<file path="src/inc/t1fmt_pkg.sv">
// package: frame geometry, overhead patterns and carriers for the t1 overhead formatter
package t1fmt_pkg;
   localparam int SLOTS = 24;
   localparam int SLOT_BITS = 8;
   localparam int FRAME_BITS = 193;
   localparam int ESF_FRAMES = 24;
   localparam int SF_FRAMES = 12;
   localparam int SC_FRAMES = 72;
   localparam int PRM_OCTETS = 14;
   localparam int CRC_W = 6;
   localparam logic [6:0] CRC_POLY = 7'h43;
   localparam logic [5:0] FPS_PATTERN = 6'h0B;
   localparam logic [5:0] FT_PATTERN = 6'h2A;
   localparam logic [5:0] FS_PATTERN = 6'h0E;
   localparam logic [7:0] PRM_FLAG = 8'h7E;
   localparam logic [7:0] PRM_ADDR_HI = 8'h38;
   localparam logic [7:0] PRM_ADDR_LO = 8'h01;
   localparam logic [7:0] PRM_CONTROL = 8'h03;
   localparam logic [15:0] FCS_INIT = 16'hFFFF;
   localparam logic [15:0] FCS_POLY_R = 16'h8408;
   localparam int SC_C_FIRST = 24;
   localparam int SC_C_LAST = 44;
   localparam int SC_M_FIRST = 52;
   localparam int SC_M_LAST = 56;
   localparam int SC_A_FIRST = 58;
   localparam int SC_A_LAST = 60;
   localparam int SC_S_FIRST = 62;
   localparam int SC_S_LAST = 68;
   localparam logic [1:0] SPOILER_46_48_70 = 2'h1;

   typedef enum logic [3:0] {
      T1FMT_MODE_ESF = 4'h1,
      T1FMT_MODE_SF = 4'h2,
      T1FMT_MODE_SC = 4'h4
   } t1fmt_mode_e;

   typedef enum logic [1:0] {
      T1FMT_SIG_16 = 2'h0,
      T1FMT_SIG_4 = 2'h1,
      T1FMT_SIG_2 = 2'h2
   } t1fmt_sig_e;

   // one status pair of the one-second report
   typedef struct packed {
      logic g1, g2, g3, g4, g5, g6;
      logic lv, sl, fe, se, lb, nm, ni;
   } t1fmt_status_s;

   // subscriber-carrier even-frame fields
   typedef struct packed {
      logic [10:0] conc;
      logic [2:0] maint;
      logic [1:0] alarm;
      logic [3:0] lsw;
   } t1fmt_scfield_s;

   typedef struct packed {
      logic [3:0] abcd;
   } t1fmt_sig_s;
endpackage : t1fmt_pkg

</file>
<file path="src/rtl/t1fmt_core.sv">
// core: t1 f-bit overhead insertion and extraction, robbed-bit signaling, performance report build
`timescale 1ns/1ps
module t1fmt_core #(
   parameter int FIFO_DEPTH = 4
) (
   input wire logic sys_clk,
   input wire logic reset,
   input wire t1fmt_pkg::t1fmt_mode_e mode,
   input wire t1fmt_pkg::t1fmt_sig_e sig_variant,
   input wire logic tx_data_in,
   input wire t1fmt_pkg::t1fmt_sig_s tx_sig,
   input wire t1fmt_pkg::t1fmt_scfield_s tx_scfield,
   input wire logic [7:0] tx_link_octet,
   input wire logic tx_link_valid,
   output logic tx_link_ready,
   input wire t1fmt_pkg::t1fmt_status_s [3:0] prm_status,
   input wire logic prm_start,
   output logic prm_busy,
   output logic tx_line_bit,
   input wire logic rx_line_bit,
   output logic rx_data_out,
   output logic rx_sig_valid,
   output t1fmt_pkg::t1fmt_sig_s rx_sig,
   output logic rx_link_bit,
   output logic rx_link_valid,
   output t1fmt_pkg::t1fmt_scfield_s rx_scfield,
   output logic rx_pattern_err,
   output logic rx_crc_err,
   output logic [7:0] bit_pos,
   output logic [6:0] frame_num
);
   localparam int FB = t1fmt_pkg::FRAME_BITS;
   logic [7:0] bit_q;
   logic [6:0] frm_q;
   logic [6:0] nfrm;
   logic fbit_slot;
   logic robbed;
   logic [1:0] sig_idx;
   logic ovh_bit;
   logic ovh_check;
   logic exp_bit;
   logic [5:0] crc_q;
   logic [5:0] crc_hold_q;
   logic [5:0] rx_crc_q;
   logic [5:0] rx_crc_hold_q;
   logic [5:0] rx_cbits_q;
   logic [2:0] lnk_cnt_q;
   logic [7:0] lnk_sh_q;
   logic lnk_pop;
   logic [7:0] fifo_out;
   logic fifo_valid;
   logic [7:0] prm_octet;
   logic prm_valid;
   logic [3:0] prm_idx_q;
   logic [15:0] fcs_q;
   logic [3:0] pair;
   logic tx_bit;
   logic tx_link_ready_raw;

   typedef enum logic [2:0] {
      T1FMT_PRM_IDLE = 3'h1,
      T1FMT_PRM_SEND = 3'h2,
      T1FMT_PRM_FCS = 3'h4
   } t1fmt_prm_e;
   t1fmt_prm_e prm_q;

   // frame position: bit 0 is the f-bit, then 24 x 8 traffic bits
   always_ff @(posedge sys_clk) begin
      if (reset) begin
         bit_q <= '0;
         frm_q <= '0;
      end else if (bit_q == 8'(FB-1)) begin
         bit_q <= '0;
         frm_q <= (frm_q == nfrm - 7'h01) ? '0 : frm_q + 7'h01;
      end else begin
         bit_q <= bit_q + 8'h01;
      end
   end
   assign nfrm = (mode == t1fmt_pkg::T1FMT_MODE_ESF) ? 7'(t1fmt_pkg::ESF_FRAMES) :
                 (mode == t1fmt_pkg::T1FMT_MODE_SC) ? 7'(t1fmt_pkg::SC_FRAMES) : 7'(t1fmt_pkg::SF_FRAMES);
   assign bit_pos = bit_q;
   assign frame_num = frm_q + 7'h01;
   assign fbit_slot = (bit_q == 8'h00);

   // robbed frames: 6 and 12 in sf, every sixth frame up to 72 in sc, 6/12/18/24 in esf
   always_comb begin
      robbed = (bit_q[2:0] == 3'h0) && !fbit_slot && (frame_num % 7'h06 == 7'h00);
      sig_idx = 2'((frame_num / 7'h06 - 7'h01) % ((mode == t1fmt_pkg::T1FMT_MODE_ESF) ? 7'h04 : 7'h02));
      case (sig_variant)
         t1fmt_pkg::T1FMT_SIG_4: sig_idx = {1'b0, sig_idx[0]};
         t1fmt_pkg::T1FMT_SIG_2: sig_idx = 2'h0;
         default: sig_idx = sig_idx;
      endcase
   end

   // f-bit content for the current frame; ovh_check marks fixed framing bits
   always_comb begin
      ovh_bit = 1'b1;
      ovh_check = 1'b0;
      exp_bit = 1'b0;
      case (mode)
         t1fmt_pkg::T1FMT_MODE_ESF: begin
            if (!frm_q[0]) begin
               ovh_bit = lnk_sh_q[0];
            end else if (frm_q[1:0] == 2'h3) begin
               exp_bit = t1fmt_pkg::FPS_PATTERN[5 - 3'(frm_q[6:2])];
               ovh_bit = exp_bit;
               ovh_check = 1'b1;
            end else begin
               ovh_bit = crc_hold_q[5 - 3'(frm_q[6:2])];
            end
         end
         default: begin
            if (!frm_q[0]) begin
               exp_bit = t1fmt_pkg::FT_PATTERN[5 - 3'((frm_q % 7'h0C) >> 1)];
               ovh_bit = exp_bit;
               ovh_check = 1'b1;
            end else if (mode == t1fmt_pkg::T1FMT_MODE_SC && frame_num >= 7'(t1fmt_pkg::SC_C_FIRST)
                         && frame_num != 7'd46 && frame_num != 7'd48 && frame_num < 7'd70
                         && frame_num != 7'd50) begin
               ovh_bit = sc_field(tx_scfield, frame_num);
            end else if (mode == t1fmt_pkg::T1FMT_MODE_SC && frame_num >= 7'(t1fmt_pkg::SC_C_FIRST)) begin
               exp_bit = (frame_num == 7'd46 || frame_num == 7'd50 || frame_num == 7'd72) ?
                         t1fmt_pkg::SPOILER_46_48_70[1] : t1fmt_pkg::SPOILER_46_48_70[0];
               ovh_bit = exp_bit;
               ovh_check = 1'b1;
            end else begin
               exp_bit = t1fmt_pkg::FS_PATTERN[5 - 3'((frm_q % 7'h0C) >> 1)];
               ovh_bit = exp_bit;
               ovh_check = 1'b1;
            end
         end
      endcase
   end

   // field bit for an even subscriber frame in the 72-frame cycle
   function automatic logic sc_field(input t1fmt_pkg::t1fmt_scfield_s f, input logic [6:0] n);
      logic r;
      r = 1'b0;
      if (n <= 7'(t1fmt_pkg::SC_C_LAST)) begin
         r = f.conc[4'((n - 7'(t1fmt_pkg::SC_C_FIRST)) >> 1)];
      end else if (n >= 7'(t1fmt_pkg::SC_M_FIRST) && n <= 7'(t1fmt_pkg::SC_M_LAST)) begin
         r = f.maint[2'((n - 7'(t1fmt_pkg::SC_M_FIRST)) >> 1)];
      end else if (n >= 7'(t1fmt_pkg::SC_A_FIRST) && n <= 7'(t1fmt_pkg::SC_A_LAST)) begin
         r = f.alarm[1'((n - 7'(t1fmt_pkg::SC_A_FIRST)) >> 1)];
      end else if (n >= 7'(t1fmt_pkg::SC_S_FIRST)) begin
         r = f.lsw[2'((n - 7'(t1fmt_pkg::SC_S_FIRST)) >> 1)];
      end
      return r;
   endfunction : sc_field

   assign tx_bit = fbit_slot ? ovh_bit : (robbed ? tx_sig.abcd[sig_idx] : tx_data_in);

   always_ff @(posedge sys_clk) begin
      if (reset) begin
         tx_line_bit <= 1'b1;
         rx_data_out <= 1'b0;
      end else begin
         tx_line_bit <= tx_bit;
         rx_data_out <= rx_line_bit;
      end
   end

   // crc over the multiframe, f-bits taken as 1; result used in the next multiframe
   function automatic logic [5:0] crc_step(input logic [5:0] c, input logic b);
      logic fb;
      fb = c[5] ^ b;
      return {c[4:0], 1'b0} ^ (fb ? t1fmt_pkg::CRC_POLY[5:0] : 6'h00);
   endfunction : crc_step

   always_ff @(posedge sys_clk) begin
      if (reset) begin
         crc_q <= '0;
         crc_hold_q <= '0;
         rx_crc_q <= '0;
         rx_crc_hold_q <= '0;
         rx_cbits_q <= '0;
         rx_crc_err <= 1'b0;
      end else if (mode == t1fmt_pkg::T1FMT_MODE_ESF) begin
         if (fbit_slot && frm_q == '0) begin
            crc_hold_q <= crc_q;
            rx_crc_hold_q <= rx_crc_q;
            rx_crc_err <= (rx_cbits_q != rx_crc_hold_q);
            crc_q <= crc_step(6'h00, 1'b1);
            rx_crc_q <= crc_step(6'h00, 1'b1);
         end else begin
            crc_q <= crc_step(crc_q, fbit_slot | tx_bit);
            rx_crc_q <= crc_step(rx_crc_q, fbit_slot | rx_line_bit);
         end
         if (fbit_slot && frm_q[1:0] == 2'h1) begin
            rx_cbits_q[5 - 3'(frm_q[6:2])] <= rx_line_bit;
         end
      end else begin
         rx_crc_err <= 1'b0;
      end
   end

   // receive extraction: f-bit checks, data link, signaling, subscriber fields
   always_ff @(posedge sys_clk) begin
      if (reset) begin
         rx_pattern_err <= 1'b0;
         rx_link_bit <= 1'b0;
         rx_link_valid <= 1'b0;
         rx_sig_valid <= 1'b0;
         rx_sig <= '0;
         rx_scfield <= '0;
      end else begin
         rx_pattern_err <= fbit_slot && ovh_check && (rx_line_bit != exp_bit);
         rx_link_valid <= fbit_slot && (mode == t1fmt_pkg::T1FMT_MODE_ESF) && !frm_q[0];
         rx_link_bit <= rx_line_bit;
         rx_sig_valid <= robbed;
         if (robbed) begin
            rx_sig.abcd[sig_idx] <= rx_line_bit;
         end
         if (fbit_slot && mode == t1fmt_pkg::T1FMT_MODE_SC && frm_q[0]) begin
            if (frame_num >= 7'(t1fmt_pkg::SC_C_FIRST) && frame_num <= 7'(t1fmt_pkg::SC_C_LAST)) begin
               rx_scfield.conc[4'((frame_num - 7'(t1fmt_pkg::SC_C_FIRST)) >> 1)] <= rx_line_bit;
            end else if (frame_num >= 7'(t1fmt_pkg::SC_M_FIRST) && frame_num <= 7'(t1fmt_pkg::SC_M_LAST)) begin
               rx_scfield.maint[2'((frame_num - 7'(t1fmt_pkg::SC_M_FIRST)) >> 1)] <= rx_line_bit;
            end else if (frame_num >= 7'(t1fmt_pkg::SC_A_FIRST) && frame_num <= 7'(t1fmt_pkg::SC_A_LAST)) begin
               rx_scfield.alarm[1'((frame_num - 7'(t1fmt_pkg::SC_A_FIRST)) >> 1)] <= rx_line_bit;
            end else if (frame_num >= 7'(t1fmt_pkg::SC_S_FIRST) && frame_num <= 7'(t1fmt_pkg::SC_S_LAST)) begin
               rx_scfield.lsw[2'((frame_num - 7'(t1fmt_pkg::SC_S_FIRST)) >> 1)] <= rx_line_bit;
            end
         end
      end
   end

   // link octets queue ahead of the serialiser; a report takes priority at the fifo input
   t1fmt_fifo #(.WIDTH(8), .DEPTH(FIFO_DEPTH)) u_fifo (
      .sys_clk(sys_clk),
      .reset(reset),
      .in_data(prm_valid ? prm_octet : tx_link_octet),
      .in_valid(prm_valid | tx_link_valid),
      .in_ready(tx_link_ready_raw),
      .out_data(fifo_out),
      .out_valid(fifo_valid),
      .out_ready(lnk_pop)
   );
   assign tx_link_ready = tx_link_ready_raw && !prm_valid;
   assign prm_busy = (prm_q != T1FMT_PRM_IDLE);

   // serialiser: lsb first, one bit per odd esf frame; idle sends flags
   assign lnk_pop = fbit_slot && !frm_q[0] && (lnk_cnt_q == 3'h7) && (mode == t1fmt_pkg::T1FMT_MODE_ESF);
   always_ff @(posedge sys_clk) begin
      if (reset) begin
         lnk_cnt_q <= 3'h0;
         lnk_sh_q <= t1fmt_pkg::PRM_FLAG;
      end else if (fbit_slot && !frm_q[0] && mode == t1fmt_pkg::T1FMT_MODE_ESF) begin
         lnk_cnt_q <= lnk_cnt_q + 3'h1;
         if (lnk_cnt_q == 3'h7) begin
            lnk_sh_q <= fifo_valid ? fifo_out : t1fmt_pkg::PRM_FLAG;
         end else begin
            lnk_sh_q <= {1'b0, lnk_sh_q[7:1]};
         end
      end
   end

   // report octet builder; zero-bit stuffing is left to a downstream hdlc stage
   always_comb begin
      pair = 4'(prm_idx_q - 4'h4) >> 1;
      prm_octet = 8'h00;
      case (prm_idx_q)
         4'h0: prm_octet = t1fmt_pkg::PRM_FLAG;
         4'h1: prm_octet = t1fmt_pkg::PRM_ADDR_HI;
         4'h2: prm_octet = t1fmt_pkg::PRM_ADDR_LO;
         4'h3: prm_octet = t1fmt_pkg::PRM_CONTROL;
         4'hC: prm_octet = ~fcs_q[15:8];
         4'hD: prm_octet = ~fcs_q[7:0];
         default: begin
            if (!prm_idx_q[0]) begin
               prm_octet = {prm_status[pair[1:0]].g6, prm_status[pair[1:0]].sl, prm_status[pair[1:0]].g5,
                            1'b0, 1'b0, prm_status[pair[1:0]].g4, prm_status[pair[1:0]].lv,
                            prm_status[pair[1:0]].g3};
            end else begin
               prm_octet = {prm_status[pair[1:0]].ni, prm_status[pair[1:0]].nm, prm_status[pair[1:0]].g2,
                            1'b0, prm_status[pair[1:0]].g1, prm_status[pair[1:0]].lb,
                            prm_status[pair[1:0]].se, prm_status[pair[1:0]].fe};
            end
         end
      endcase
   end
   assign prm_valid = (prm_q != T1FMT_PRM_IDLE);

   function automatic logic [15:0] fcs_byte(input logic [15:0] c, input logic [7:0] d);
      logic [15:0] r;
      r = c;
      for (int i = 0; i < 8; i++) begin
         r = (r[0] ^ d[i]) ? ((r >> 1) ^ t1fmt_pkg::FCS_POLY_R) : (r >> 1);
      end
      return r;
   endfunction : fcs_byte

   always_ff @(posedge sys_clk) begin
      if (reset) begin
         prm_q <= T1FMT_PRM_IDLE;
         prm_idx_q <= '0;
         fcs_q <= t1fmt_pkg::FCS_INIT;
      end else begin
         case (prm_q)
            T1FMT_PRM_IDLE: begin
               if (prm_start) begin
                  prm_q <= T1FMT_PRM_SEND;
                  prm_idx_q <= '0;
                  fcs_q <= t1fmt_pkg::FCS_INIT;
               end
            end
            T1FMT_PRM_SEND: begin
               if (tx_link_ready_raw) begin
                  if (prm_idx_q != 4'h0) begin
                     fcs_q <= fcs_byte(fcs_q, prm_octet);
                  end
                  prm_idx_q <= prm_idx_q + 4'h1;
                  if (prm_idx_q == 4'hB) begin
                     prm_q <= T1FMT_PRM_FCS;
                  end
               end
            end
            T1FMT_PRM_FCS: begin
               if (tx_link_ready_raw) begin
                  prm_idx_q <= prm_idx_q + 4'h1;
                  if (prm_idx_q == 4'(t1fmt_pkg::PRM_OCTETS - 1)) begin
                     prm_q <= T1FMT_PRM_IDLE;
                  end
               end
            end
            default: prm_q <= T1FMT_PRM_IDLE;
         endcase
      end
   end
endmodule : t1fmt_core

</file>
<file path="src/rtl/t1fmt_fifo.sv">
// fifo: parameterised flip-flop queue with valid/ready on both sides
`timescale 1ns/1ps
module t1fmt_fifo #(
   parameter int WIDTH = 8,
   parameter int DEPTH = 4
) (
   input wire logic sys_clk,
   input wire logic reset,
   input wire logic [WIDTH-1:0] in_data,
   input wire logic in_valid,
   output logic in_ready,
   output logic [WIDTH-1:0] out_data,
   output logic out_valid,
   input wire logic out_ready
);
   localparam int AW = $clog2(DEPTH);
   logic [WIDTH-1:0] mem_q [DEPTH];
   logic [AW-1:0] wr_q;
   logic [AW-1:0] rd_q;
   logic [AW:0] cnt_q;
   logic push;
   logic pop;

   assign in_ready = (cnt_q != (AW+1)'(DEPTH));
   assign out_valid = (cnt_q != '0);
   assign out_data = mem_q[rd_q];
   assign push = in_valid && in_ready;
   assign pop = out_valid && out_ready;

   always_ff @(posedge sys_clk) begin
      if (push) begin
         mem_q[wr_q] <= in_data;
      end
   end

   always_ff @(posedge sys_clk) begin
      if (reset) begin
         wr_q <= '0;
         rd_q <= '0;
         cnt_q <= '0;
      end else begin
         if (push) begin
            wr_q <= (wr_q == AW'(DEPTH-1)) ? '0 : wr_q + 1'b1;
         end
         if (pop) begin
            rd_q <= (rd_q == AW'(DEPTH-1)) ? '0 : rd_q + 1'b1;
         end
         cnt_q <= cnt_q + (AW+1)'(push) - (AW+1)'(pop);
      end
   end
endmodule : t1fmt_fifo

</file>
<file path="config.mk">
export PLATFORM = sky130hd
export DESIGN_NAME = t1fmt_core
export DESIGN_NICKNAME = d
export VERILOG_FILES = /design/src/inc/t1fmt_pkg.sv /design/src/rtl/t1fmt_core.sv /design/src/rtl/t1fmt_fifo.sv
export SDC_FILE = /design/constraint.sdc
export NUM_CORES = 1
export LEC_CHECK = 0
export ABC_AREA = 1
export BUFFER_PORTS_ARGS = -buffer_cell sky130_fd_sc_hd__buf_2
export CAP_MARGIN = 15
export CORE_ASPECT_RATIO = 2
export CORE_UTILIZATION = 30
export CTS_CLUSTER_SIZE = 24
export DETAILED_ROUTE_END_ITERATION = 8
export PLACE_DENSITY_LB_ADDON = 0.08
export SYNTH_ARGS = -nofsm -noshare
export SYNTH_HDL_FRONTEND = slang
export SYNTH_SLANG_ARGS = --single-unit
</file>
<file path="constraint.sdc">
create_clock -name sys_clk -period 8.35 [get_ports sys_clk]
set_input_delay 1.2525 -clock sys_clk [delete_from_list [all_inputs] [get_ports sys_clk]]
set_output_delay 1.2525 -clock sys_clk [all_outputs]
set_load 0.01 [all_outputs]
</file>
* Yosys cells after proc, flatten, opt, wreduce, memory -nomap -nowiden *
Memories as Yosys holds them, arrays and structs flattened. A register that Yosys moved wholly into a read port is not among the register bits.
Cells that the tools add are included.

word-level totals
  flip-flop bits (word level) = 116
  bits in writable memories = 32
  bits in read-only memories = 24
  input bits = 96
  output and inout port bits = 48
  logic and storage cells = 297
  memories = 4

operators by class
  $add $sub $neg = 17
  divide/modulo/power cells = 4
  $lt $le $gt $ge = 23
  equal/unequal tests = 37
  muxes and demuxes = 99
  bitwise gates (word level) = 29
  reduce and logical (&&, ||, !) cells = 58

memories
  name             depth  bits a word  read ports  clocked after Yosys merged registers in  wr ports  line               RTL
  u_fifo.mem_q     4      8            1           1                                        1         t1fmt_fifo.sv:17   logic [WIDTH-1:0] mem_q [DEPTH];
  (no name shown)  8      1            1           0                                        0         t1fmt_core.sv:128  exp_bit = t1fmt_pkg::FS_PATTERN[5 - 3'((frm_q % 7'h0C) >> 1)];
  (no name shown)  8      1            1           0                                        0         t1fmt_core.sv:115  exp_bit = t1fmt_pkg::FT_PATTERN[5 - 3'((frm_q % 7'h0C) >> 1)];
  (no name shown)  8      1            1           0                                        0         t1fmt_core.sv:106  exp_bit = t1fmt_pkg::FPS_PATTERN[5 - 3'(frm_q[6:2])];

operator list
  kind                                                                                  count
  16-bit 2-to-1 mux                                                                     11
  32-bit by 4-bit < comparator with 1-bit output, second input constant                 2
  8-bit case mux with 6 select lines                                                    1
  1-bit 2-to-1 mux                                                                      41
  32-bit by 1-bit greater-or-equal comparator with 1-bit output, second input constant  1
  1-bit logical AND                                                                     32
  8-bit 2-to-1 mux                                                                      4
  16-bit case mux with 2 select lines                                                   1
  13-bit binary-select mux with 2-bit select                                            1
  2-bit inverter with 3-bit output                                                      8
  7-bit by 6-bit greater-or-equal comparator with 1-bit output, second input constant   3
  7-bit by 6-bit <= comparator with 1-bit output, second input constant                 3
  7-bit 2-to-1 mux                                                                      3
  7-bit by 6-bit != test with 1-bit output, second input constant                       3
  3-bit 2-to-1 mux                                                                      6
  8-bit inverter                                                                        2
  7-bit by 6-bit == test with 1-bit output, second input constant                       2
  7-bit zero test                                                                       2
  7-bit by 1-bit subtractor with 7-bit output, second input constant                    2
  13-bit 2-to-1 mux                                                                     1
  4-bit == test, second input constant                                                  3
  2-bit by 3-bit < comparator with 1-bit output, second input constant                  4
  2-bit 2-to-1 mux                                                                      6
  6-bit 2-to-1 mux                                                                      2
  73 further kinds                                                                      123

* Logic depth before layout (Yosys ltp) *
Gate-level depths: netlist of run 1.

  depth after elaboration = 24
  depth in mapped cells = 81

* By module *
Synthesis of run 1 repeated with hierarchy kept, for this count alone.

second synthesis, totals
  cells, all modules = 1286
  area total of the unflattened synthesis = 9481.6 sq um

modules (own cells, without submodules)
  module      instances  cells each  area an instance (sq um)
  t1fmt_core  1          1147        7780.0
  t1fmt_fifo  1          139         1701.6

* Worst setup path after synthesis of run 1 *
Ideal clock, no wire load.

  path kind = reg-to-reg
  start = register frm_q[1]
  end = register crc_q[1]
  setup time = 0.131 ns
  arrival time = 9.184 ns
  required time = 8.219 ns
  slack = -0.964 ns
  stages on the path, launching flop included = 76
  buffers on the path = 1
  cell sequence = dfxtp_1 -> ha_1 -> nand3_2 -> xor2_2 -> inv_1 -> ha_1 -> buf_2 -> inv_1 -> o21ai_1 -> nand2_1 -> nand3_1 -> nand2_2 -> nand3_2 -> a21oi_1 -> o31ai_1 -> nand2_2 -> inv_4 -> nor2_8 -> [40 not listed] -> a21oi_1 -> ha_1 -> a21oi_1 -> nand2_1 -> a21oi_1 -> nand2_1 -> nor2_2 -> nand2_1 -> nand2_2 -> nand3_2 -> nand2_1 -> nand2_1 -> nand2_2 -> nand3_1 -> nand2_1 -> nand3_1 -> nand3_1 -> a21oi_2

on the way
  elaborated cells between the ends (all ways) = 72

RTL lines
  what                                                                              line               RTL
  start: declaration                                                                t1fmt_core.sv:34   logic [6:0] frm_q;
  start signal: assignment                                                          t1fmt_core.sv:74   frm_q <= (frm_q == nfrm - 7'h01) ? '0 : frm_q + 7'h01;
  7-bit by 1-bit adder with 7-bit output *                                          t1fmt_core.sv:82   assign frame_num = frm_q + 7'h01;
  via frame_num[4]                                                                  t1fmt_core.sv:30   output logic [6:0] frame_num
  branches (longest 9 deep; another with 7-bit by 3-bit divider with 7-bit output)  -
  1-bit 2-to-1 mux *                                                                t1fmt_core.sv:152  assign tx_bit = fbit_slot ? ovh_bit : (robbed ? tx_sig.abcd[sig_idx] : tx_data_in);
  1-bit bitwise OR *                                                                t1fmt_core.sv:187  crc_q <= crc_step(crc_q, fbit_slot | tx_bit);
  1-bit bitwise XOR *                                                               t1fmt_core.sv:167  fb = c[5] ^ b;
  2-bit 2-to-1 mux *                                                                t1fmt_core.sv:168  return {c[4:0], 1'b0} ^ (fb ? t1fmt_pkg::CRC_POLY[5:0] : 6'h00);
  6-bit by 2-bit bitwise XOR with 6-bit output *                                    t1fmt_core.sv:168
  6-bit 2-to-1 mux *                                                                t1fmt_core.sv:180  if (fbit_slot && frm_q == '0) begin
  end signal: assignment                                                            t1fmt_core.sv:184  crc_q <= crc_step(6'h00, 1'b1);
  end signal: assignment                                                            t1fmt_core.sv:187
  end: declaration                                                                  t1fmt_core.sv:42   logic [5:0] crc_q;

Mark *: on every way through the listed nets, which the timed path passes. The select of a mux whose other input is x is not followed.
A chain may end at the register's enable or synchronous reset.

* Final worst setup path of run 1 *
  start = register frm_q[0]
  end = register crc_q[1]

on the way
  longest elaborated chain between the ends = 17
  elaborated cells between the ends (all ways) = 72

ends and longest elaborated chain
  what                                                                             line
  branches (longest 16 deep; another with 7-bit by 1-bit adder with 7-bit output)  -
  6-bit 2-to-1 mux *                                                               t1fmt_core.sv:180

Mark *: on every way between the ends. The select of a mux whose other input is x is not followed.

==> results of run 1 <==
-- final cells by class --
cell class                      instances  area (um^2)
Fill cell                            3303        18180
Clock inverter                         14        188.9
Multi-Input combinational cell        931         5788
Sequential cell                       150         3334
Clock buffer                           18        429.2
Tap cell                              418        523.0
Inverter                              159        619.3
Antenna cell                            1        2.502
Timing Repair Buffer                  285         1785
-- kinds of logic after synthesis --
group	count (synthesis)
buf+inv	206
flops	150
compound gates	337
simple gates	513
mux	1
fa+ha+maj	55
xor+xnor	25
-- timing repair --
action	4_1_cts	5_1_grt
pin swaps	46	52
gates resized for setup	21	46
cloned	0	0
buffers inserted	38	12
endpoints found under the setup margin	7	7
hold buffers	0	0
-- registers in the layout, summed over array words and instances, names as in the netlist, 2 cells and up, named ones only --
name / flops
u_fifo.mem_q: 32
rx_scfield: 20
fcs_q: 16
bit_pos: 8
lnk_sh_q: 8
frm_q: 7
crc_hold_q: 6
crc_q: 6
rx_cbits_q: 6
rx_crc_hold_q: 6
rx_crc_q: 6
prm_idx_q: 4
rx_sig: 4
lnk_cnt_q: 3
prm_q: 3
u_fifo.cnt_q: 3
u_fifo.rd_q: 2
u_fifo.wr_q: 2
-- metal layers --
metal | routed length [um] | share of wire | GRT usage
met4 | 1997 | 0.059 | 0.1425
met5 | 17 | 0.00050 | 0
met2 | 19780 | 0.58 | 0.4509
met3 | 878 | 0.026 | 0.03169
met1 | 11320 | 0.33 | 0.1873
-- path summary, 6_finish.rpt --
| path | start | slack, ns | to | depth (start not counted) |
|---|---|---|---|---|
| min reg2reg | rx_sig[0] | 0.44 | rx_sig[0] | 2 |
| max | frm_q[0] | -0.32 | crc_q[1] | 75 |
| max reg2reg | frm_q[0] | -0.32 | crc_q[1] | 75 |
| min | rx_sig[0] | 0.44 | rx_sig[0] | 2 |
-- stage by stage --
stage / worst slack (ns) / hold WS (ns) / utilization
after floorplan: -0.3057 / 0.4245 / -
after global placement: -0.3837 / 0.4387 / 0.3697
after detailed placement: -0.5377 / 0.4347 / 0.3697
after CTS: -0.4506 / 0.4447 / 0.4027
after global routing: -1.022 / 0.4728 / 0.4106
final: -0.3247 / 0.4399 / 0.4106
-- worst max-delay path: cells and delay by family, from the launching register on --
family                   cells  cell delay, ns
AO/OA/AOI/OAI               11            1.18
AND/OR/NAND/NOR             39            3.27
adder cells (fa/ha/maj)      9            2.01
buffers and inverters       14            1.28
flip-flops                   1            0.39
XOR/XNOR                     2            0.38
-- synth_stat cells (5+ instances only) --
cell	instances
ha_1	54
o22ai_1	21
inv_1	146
inv_2	7
nand4_1	13
nand2_1	247
a221oi_1	13
a22oi_1	10
a311oi_1	14
xnor2_1	11
nor2_1	121
a211oi_1	8
a31oi_1	5
clkbuf_1	39
o211ai_1	10
nand3_2	8
o21ai_0	82
nor3_1	25
xor2_1	13
nor2_2	7
dfxtp_1	118
o221ai_1	9
edfxtp_1	32
nand2_2	16
a21oi_1	126
nand3_1	52
o21a_1	5
-- power groups by stage --
| stage | logic [mW] | registers (mW) | clock network, mW |
|---|---|---|---|
| 6_report | 1.14 | 0.955 | 0.829 |
| 5_1_grt | 1.27 | 0.967 | 0.881 |
| 4_1_cts | 1.14 | 0.956 | 0.853 |
| 3_5_place_dp | 1.10 | 0.972 | 0 |
| 3_3_place_gp | 1.10 | 0.973 | 0 |
| 2_1_floorplan | 0.755 | 0.954 | 0 |
==> impl_metrics.py, run 1 <==
metrics = {
    "yosys": {
        "synthSimpleGateAreaFrac": 0.2462,
        "yosys_register_bits": 150,
        "syn_area_um2": 9434,
        "syn_avg_cell_area_um2": 7.330,
        "synthesis.nets": 1438,
        "synth_edf_count": 32,
        "synthCells": 1287,
        "synth_top_family_by_area": "simple AND/OR/NAND/NOR gates",
        "synth_top_cell_by_area": "dfxtp_1",
        "yosys_warnings": 0,
        "async_reset_ff_frac": 0,
        "netlist-cell-type-count": 65,
        "synthAdderAreaFrac": 0.07374,
        "synth_top_flop_cell": "dfxtp_1",
        "synth.area.top_cells": "dfxtp_1 (25%), edfxtp_1 (10%), nand2_1 (9.8%), ha_1 (7.2%), a21oi_1 (6.7%)",
        "synth_top_area_share": 0.2504,
        "synth_compound_area_frac": 0.2179,
        "muxShareOfSynthArea": 0.001061,
        "yosys.area_share.xor_xnor": 0.02401,
        "yosysSeqAreaShare": 0.3523,
    },
    "critical_path": {
        "critical-path-slowest-cell": "dfxtp_4",
        "cp.required_ns": 8.65,
        "cp_max_fo": 5,
        "cp-start-kind": "flop",
        "worstSetupPathType": "reg -> reg",
        "worstSetupEndpointType": "flop",
        "critPathMostFrequentCell": "nand2_1",
        "max_stage_delay_ns": 0.39,
        "arrival_ns": 8.98,
    },
    "clock_network": {
        "clk_path_buf_depth": 2,
        "clk_pin_slew_ns": 0.07,
        "cts_tree": "built",
        "htreeDepth": 4,
        "cts-root-buf": "clkbuf_16",
        "cts_made_buffers": 17,
        "clk_latency_ns": 0.45,
        "cts.sinks": 150,
    },
    "outcome": {
        "violations": "setup timing",
        "status": "finished, violations left",
    },
    "timing": {
        "rsz0062_at_grt": "true",
        "finalCritPeriodShare": 1.039,
        "worst_pin_slew_ns": 0.9504,
        "skew_ns": 0.008991,
        "fin_ws_ns": -0.3247,
        "slew-limit-headroom": 0.3641,
        "setup-tns-final_ns": -1.337,
        "setup_viol": 7,
        "fmax_mhz": 115.3,
        "period_minus_slack_ns": 8.675,
        "hold_viol": 0,
        "slew_violations": 0,
    },
    "routing": {
        "first_iter_violations": 276,
        "via_per_inst": 4.890,
        "wirelength_mm": 33.99,
        "num_vias": 9663,
        "ant_nets": 0,
        "wire_per_inst_um": 17.20,
        "drt-pass1-iter-count": 5,
        "drc": 0,
    },
    "grt": {
        "antenna_found_initial": 2,
        "grt_pass1_vias": 9863,
        "grt-ovfl-total": 0,
        "track_usage": 0.2188,
        "grt_max_degree": 54,
        "grt_pass1_wl_mm": 52.95,
    },
    "placement": {
        "placed_cell_area_um2": 11410,
        "hpwl_mm": 26.38,
        "portBuffers": 143,
        "dp.cells": 1896,
        "gp_congestion": 0.9103,
    },
    "pwr": {
        "vdd_ir_drop_max_mv": 0.2167,
        "cellPowerDensity_nw_per_um2": 231.1,
        "sw_frac_of_total": 0.3958,
        "clock_power_share": 0.283,
        "power_frac_seq": 0.326,
        "combPwrFrac": 0.391,
        "total_power_mw": 2.929,
        "p_leak_nw": 5.772,
        "power.switching_mw": 1.159,
        "p_int_mw": 1.770,
    },
    "min_path": {
        "hold_path.class": "reg -> reg",
    },
    "die": {
        "fp.dieW_um": 127.4,
        "coreArea_um2": 30860,
        "rows": 91,
        "die_area_um2": 32200,
        "start_util": 0.3057,
        "fp.dieH_um": 252.8,
        "ios": 144,
    },
    "final_layout": {
        "finalInstanceArea_um2": 12670,
        "final_common_cell": "nand2_1",
        "finalNonFillerCells": 1976,
        "drive_above_1_share": 0.2903,
        "syn_to_final_growth_pct": 34.31,
        "fin_nets": 1695,
        "mostFrequentLayoutCells": "nand2_1 (233), buf_2 (143), buf_4 (141), inv_1 (135), a21oi_1 (121)",
    },
    "job": {
        "maxCapViolations": 0,
    },
}
No activity file was read; power rests on OpenSTA's default activity.
==> run 2, diff against run 1 <==
--- a/config.mk
+++ b/config.mk
@@ -8,6 +8,8 @@
 export ABC_AREA = 1
 export BUFFER_PORTS_ARGS = -buffer_cell sky130_fd_sc_hd__buf_2
 export CAP_MARGIN = 15
+export CELL_PAD_IN_SITES_DETAIL_PLACEMENT = 1
+export CELL_PAD_IN_SITES_GLOBAL_PLACEMENT = 2
 export CORE_ASPECT_RATIO = 2
 export CORE_UTILIZATION = 30
 export CTS_CLUSTER_SIZE = 24
==> run 2 against run 1 <==
Against the previous run: the run still ends with setup timing left; first-iteration DRC count shrank 12%; global-route usage increased by 1.0 points; clock power shrank 3.0%; final area grew 1.5%; highest routed layer is now met4; largest cell class unchanged; register-to-register slack lost 0.21 ns; power is essentially flat; critical path depth up 2; hold slack better by 0.011 ns; routed wire length rose by 7.0%; sequential power increased by 0.7%.
==> impl_metrics.py, run 2 (same netlist as run 1, synthesis figures left out) <==
metrics = {
    "critical_path": {
        "cp-start-kind": "flop",
        "worstSetupEndpointType": "flop",
        "max_stage_delay_ns": 0.38,
        "cp_max_fo": 5,
        "worstSetupPathType": "reg -> reg",
        "critPathMostFrequentCell": "buf_4",
        "critical-path-slowest-cell": "dfxtp_4",
        "arrival_ns": 9.20,
        "cp_num_buf_inv": 17,
        "critPathTopFamily": "simple AND/OR/NAND/NOR gates",
        "cp.required_ns": 8.66,
    },
    "routing": {
        "wirelength_mm": 36.39,
        "ant_nets": 0,
        "wire_per_inst_um": 18.29,
        "num_vias": 10030,
        "drt-pass1-iter-count": 7,
        "via_per_inst": 5.042,
        "drc": 0,
        "first_iter_violations": 243,
    },
    "timing": {
        "skew_ns": 0.01294,
        "worst_pin_slew_ns": 0.8974,
        "rsz0062_at_grt": "true",
        "setup_viol": 7,
        "period_minus_slack_ns": 8.884,
        "fmax_mhz": 112.6,
        "slew_violations": 0,
        "slew-limit-headroom": 0.3995,
        "fin_ws_ns": -0.5338,
        "finalCritPeriodShare": 1.064,
        "whs_ns": 0.4510,
        "hold_viol": 0,
    },
    "clock_network": {
        "clk_path_buf_depth": 2,
        "clk_latency_ns": 0.46,
        "cts.sinks": 150,
        "cts-root-buf": "clkbuf_16",
        "ctsHoldBuffers": 0,
        "clk_pin_slew_ns": 0.08,
        "htreeDepth": 4,
        "cts_tree": "built",
        "cts_made_buffers": 17,
    },
    "placement": {
        "dp.cells": 1905,
        "hpwl_mm": 27.99,
        "portBuffers": 143,
        "dp_slack_ns": -0.6361,
        "gp_congestion": 0.8521,
    },
    "die": {
        "ios": 144,
        "fp.dieW_um": 127.4,
        "start_util": 0.3057,
        "rows": 91,
        "die_area_um2": 32200,
        "fp.dieH_um": 252.8,
        "coreArea_um2": 30860,
    },
    "final_layout": {
        "fillers": 3810,
        "mostFrequentLayoutCells": "nand2_1 (228), buf_4 (155), buf_2 (143), inv_1 (134), a21oi_1 (122)",
        "fin_nets": 1710,
        "syn_to_final_growth_pct": 36.37,
        "finalNonFillerCells": 1990,
        "final_common_cell": "nand2_1",
        "largest_register_ffs": 32,
        "drive_above_1_share": 0.3015,
        "biggestRegsByFlops": "u_fifo.mem_q x32, rx_scfield x20, fcs_q x16",
        "antenna_cells": 0,
        "utilization": 0.4169,
        "top_register": "u_fifo.mem_q",
    },
    "outcome": {
        "status": "finished, violations left",
        "violations": "setup timing",
    },
    "grt": {
        "grt_max_degree": 49,
        "grt_pass1_vias": 10520,
        "track_usage": 0.2292,
        "grt_pass1_wl_mm": 55.83,
        "grt-ovfl-total": 0,
        "antenna_found_initial": 0,
    },
    "pwr": {
        "cellPowerDensity_nw_per_um2": 227.5,
        "vdd_ir_drop_max_mv": 0.1572,
        "p_leak_nw": 5.846,
    },
    "job": {
        "maxCapViolations": 0,
    },
    "min_path": {
        "hold_path.class": "reg -> reg",
    },
}
## run 2: cell types whose count changed in the layout (fill, tap and decap cells not counted), moves of 3 or more
cell and delta:
buf_4 +14, clkinv_8 +7, nand2_1 -5, nand2_2 +5, ha_4 +4, bufinv_16 -3
inv_2 -3, nand3_1 +3, o21ai_1 +3
## run 2: worst min-delay path, delay by kind of cell, from the launching register on
kind,cells,cell delay (ns)
compound gates,1,0.05
flops,1,0.31
buf+inv,1,0.05
## run 2: final timing paths
path,start,end,slack (ns),cells past startpoint
max,frm_q[0],crc_q[1],-0.53,77
min,rx_sig[0],rx_sig[0],0.45,2
max reg2reg,frm_q[0],crc_q[1],-0.53,77
min reg2reg,rx_sig[0],rx_sig[0],0.45,2
## run 2: repair_timing
item                                    CTS  global route
pin swaps                                42            46
endpoints found under the setup margin    7             7
buffers inserted                         39            14
gates resized for setup                  45            37
## run 2: per-stage QoR
stage	power (mW)	area, um^2	setup TNS, ns
global route	3.137	12860	-7.290
global placement	2.083	11470	-1.025
finish	2.927	12860	-3.136
floorplan	1.710	9681	-0.8914
detailed placement	2.108	11470	-3.532
CTS	2.958	12580	-2.703
## run 2: cell type report
type / instances / area (um^2) / share of cell area
multi-input combinational: 931 / 5857 / 0.4553
sequential: 150 / 3332 / 0.2590
timing repair buffer: 300 / 1902 / 0.1478
inverter: 159 / 626.9 / 0.04873
tap: 418 / 523.0 / 0.04065
clock buffer: 17 / 425.4 / 0.03307
clock inverter: 15 / 198.9 / 0.01546
## run 2: layer usage
layer	track usage	wire length, um	up-vias
li1	-	-	4943
met1	0.1976	12090	4841
met2	0.4831	21670	182
met3	0.03317	860	68
met4	0.1224	1765	0
met5	0	0	-
## run 2: report_power, final
group          leakage [nW]  total, mW  switching [mW]  internal, mW
registers              1.26      0.962          0.0600         0.902
clock network         0.301      0.804           0.394         0.410
logic                  4.29       1.16           0.771         0.391
total                  5.85       2.93            1.22          1.70
==> run 3, diff against run 2 <==
--- a/config.mk
+++ b/config.mk
@@ -11,10 +11,12 @@
 export CELL_PAD_IN_SITES_DETAIL_PLACEMENT = 1
 export CELL_PAD_IN_SITES_GLOBAL_PLACEMENT = 2
 export CORE_ASPECT_RATIO = 2
+export CORE_MARGIN = 2
 export CORE_UTILIZATION = 30
 export CTS_CLUSTER_SIZE = 24
 export DETAILED_ROUTE_END_ITERATION = 8
 export PLACE_DENSITY_LB_ADDON = 0.08
+export REMOVE_ABC_BUFFERS = 1
 export SYNTH_ARGS = -nofsm -noshare
 export SYNTH_HDL_FRONTEND = slang
 export SYNTH_SLANG_ARGS = --single-unit
==> run 3 against run 2 <==
Against the previous run: register-to-register slack improved by 0.28 ns; combinational power is essentially flat; the run still ends with setup timing left; sequential power decreased by 1%; utilization is 0.64 points higher; global-route usage is 1.3 points lower; first-iteration DRC count rose by 19%; final area increased by 1.5%; routed wire length fell by 2.3%.
==> impl_metrics.py, run 3 (same netlist as run 1, synthesis figures left out) <==
metrics = {
    "pwr": {
        "cellPowerDensity_nw_per_um2": 220.4,
        "sw_frac_of_total": 0.4060,
        "power.switching_mw": 1.169,
        "p_int_mw": 1.710,
        "vdd_ir_drop_max_mv": 0.1718,
        "combPwrFrac": 0.406,
        "p_leak_nw": 5.915,
        "power_frac_seq": 0.331,
        "clock_power_share": 0.264,
    },
    "routing": {
        "first_iter_violations": 290,
        "drc": 0,
        "ant_nets": 0,
        "wire_per_inst_um": 17.73,
        "num_vias": 10050,
        "via_per_inst": 5.014,
        "drt-pass1-iter-count": 4,
        "wirelength_mm": 35.55,
    },
    "critical_path": {
        "rr_endpoint": "crc_q[1]",
        "critPathMostFrequentCell": "nand2_2",
        "max_stage_delay_ns": 0.36,
        "worstSetupPathType": "reg -> reg",
        "r2r_start": "frm_q[1]",
        "critical-path-slowest-cell": "dfxtp_4",
        "cp.required_ns": 8.64,
        "arrival_ns": 8.90,
        "cp_max_fo": 5,
        "worstSetupEndpointType": "flop",
        "reg2regPathDepth": 75,
        "reg2reg_setup_slack_ns": -0.26,
        "cp-start-kind": "flop",
    },
    "timing": {
        "hold_viol": 0,
        "fin_ws_ns": -0.2571,
        "setup_viol": 7,
        "period_minus_slack_ns": 8.607,
        "slew-limit-headroom": 0.3395,
        "skew_ns": 0.01311,
        "fmax_mhz": 116.2,
        "slew_violations": 0,
        "worst_pin_slew_ns": 0.9846,
        "rsz0062_at_grt": "true",
        "finalCritPeriodShare": 1.031,
    },
    "die": {
        "coreArea_um2": 30860,
        "rows": 91,
        "start_util": 0.3057,
        "die_area_um2": 32970,
        "fp.dieH_um": 254.8,
        "fp.dieW_um": 129.4,
        "ios": 144,
    },
    "final_layout": {
        "largest_register_ffs": 32,
        "biggestRegsByFlops": "u_fifo.mem_q x32, rx_scfield x20, fcs_q x16",
        "fillers": 3874,
        "syn_to_final_growth_pct": 38.45,
        "drive_above_1_share": 0.3214,
        "top_register": "u_fifo.mem_q",
        "mostFrequentLayoutCells": "nand2_1 (214), buf_4 (163), buf_2 (143), inv_1 (134), a21oi_1 (121)",
        "final_common_cell": "nand2_1",
        "fin_nets": 1725,
        "finalInstanceArea_um2": 13060,
        "utilization": 0.4233,
        "antenna_cells": 0,
    },
    "clock_network": {
        "cts.sinks": 150,
        "cts_made_buffers": 17,
        "cts_tree": "built",
        "htreeDepth": 4,
        "cts-root-buf": "clkbuf_16",
        "clk_pin_slew_ns": 0.06,
        "clk_path_buf_depth": 2,
        "clk_latency_ns": 0.44,
    },
    "grt": {
        "grt_max_degree": 55,
        "track_usage": 0.2162,
        "grt_pass1_wl_mm": 54.64,
        "antenna_found_initial": 0,
        "grt_pass1_vias": 10490,
        "grt-ovfl-total": 0,
    },
    "min_path": {
        "min_path_cells": 2,
        "hold_path.class": "reg -> reg",
        "whs_endpoint": "rx_sig[1]",
        "hold_path.startpoint": "rx_sig[1]",
    },
    "placement": {
        "hpwl_mm": 27.32,
        "placed_cell_area_um2": 11370,
        "gp_congestion": 0.8241,
        "portBuffers": 143,
    },
    "job": {
        "maxCapViolations": 0,
    },
    "outcome": {
        "violations": "setup timing",
        "status": "finished, violations left",
    },
}
## run 3: per-stage QoR
stage | hold WS [ns] | setup slack (ns) | total power [mW] | TNS (ns) | instances
after floorplan | 0.4266 | -1.572 | 1.689 | -9.888 | 1240
after global placement | 0.4341 | -0.7198 | 2.090 | -4.255 | 1919
after detailed placement | 0.4362 | -1.059 | 2.114 | -6.572 | 1919
after CTS | 0.4466 | -0.6340 | 2.908 | -3.767 | 1988
after global routing | 0.4864 | -0.7987 | 3.078 | -5.077 | 2005
final | 0.4436 | -0.2571 | 2.879 | -1.260 | 2005
## run 3: area by class of cell
cell class / count / area, um^2 / area share
Sequential cell: 150 / 3336 / 0.2554
Tap cell: 418 / 523.0 / 0.04004
Clock buffer: 18 / 429.2 / 0.03286
Multi-Input combinational cell: 931 / 5961 / 0.4564
Inverter: 159 / 621.8 / 0.04761
Clock inverter: 14 / 141.4 / 0.01082
Timing Repair Buffer: 315 / 2049 / 0.1569
## run 3: routing by layer
metal	up-vias	routed length, um	GRT usage	share of wire
li1	4973	-	-	-
met1	4857	11940	0.1882	0.34
met2	161	21300	0.4611	0.60
met3	63	740	0.02685	0.021
met4	0	1570	0.1012	0.044
met5	-	0	0	0
## run 3: how the worst max path moves through the flow
stage | cells past startpoint | startpoint | slack (ns) | end
floorplan | 76 | frm_q[0] | -1.57 | crc_q[1]
global route | 78 | frm_q[0] | -0.80 | crc_q[1]
detailed placement | 73 | frm_q[0] | -1.06 | crc_q[1]
global placement | 78 | frm_q[1] | -0.72 | crc_q[1]
CTS | 77 | frm_q[1] | -0.63 | crc_q[1]
finish | 75 | frm_q[1] | -0.26 | crc_q[1]
## run 3: power by group through the flow
stage | Clock, mW | Combinational, mW | Sequential, mW
3_3_place_gp | 0 | 1.12 | 0.966
3_5_place_dp | 0 | 1.14 | 0.970
2_1_floorplan | 0 | 0.719 | 0.970
6_report | 0.759 | 1.17 | 0.952
4_1_cts | 0.779 | 1.17 | 0.954
5_1_grt | 0.810 | 1.30 | 0.965
## run 3: repair_timing
action / 4_1_cts / 5_1_grt
setup endpoints to repair: 7 / 7
pin swaps: 56 / 75
hold buffers: 0 / 0
buffers inserted: 37 / 20
resized for setup: 74 / 98
## run 3: critical path: cells and delay by family, from the launching register on
| family | cells | cell delay (ns) |
|---|---|---|
| and+or+nand+nor | 42 | 3.77 |
| AOI/OAI and AO/OA | 10 | 1.23 |
| adders and majority gates | 7 | 1.46 |
| buffers and inverters | 16 | 1.61 |
| DFF | 1 | 0.36 |
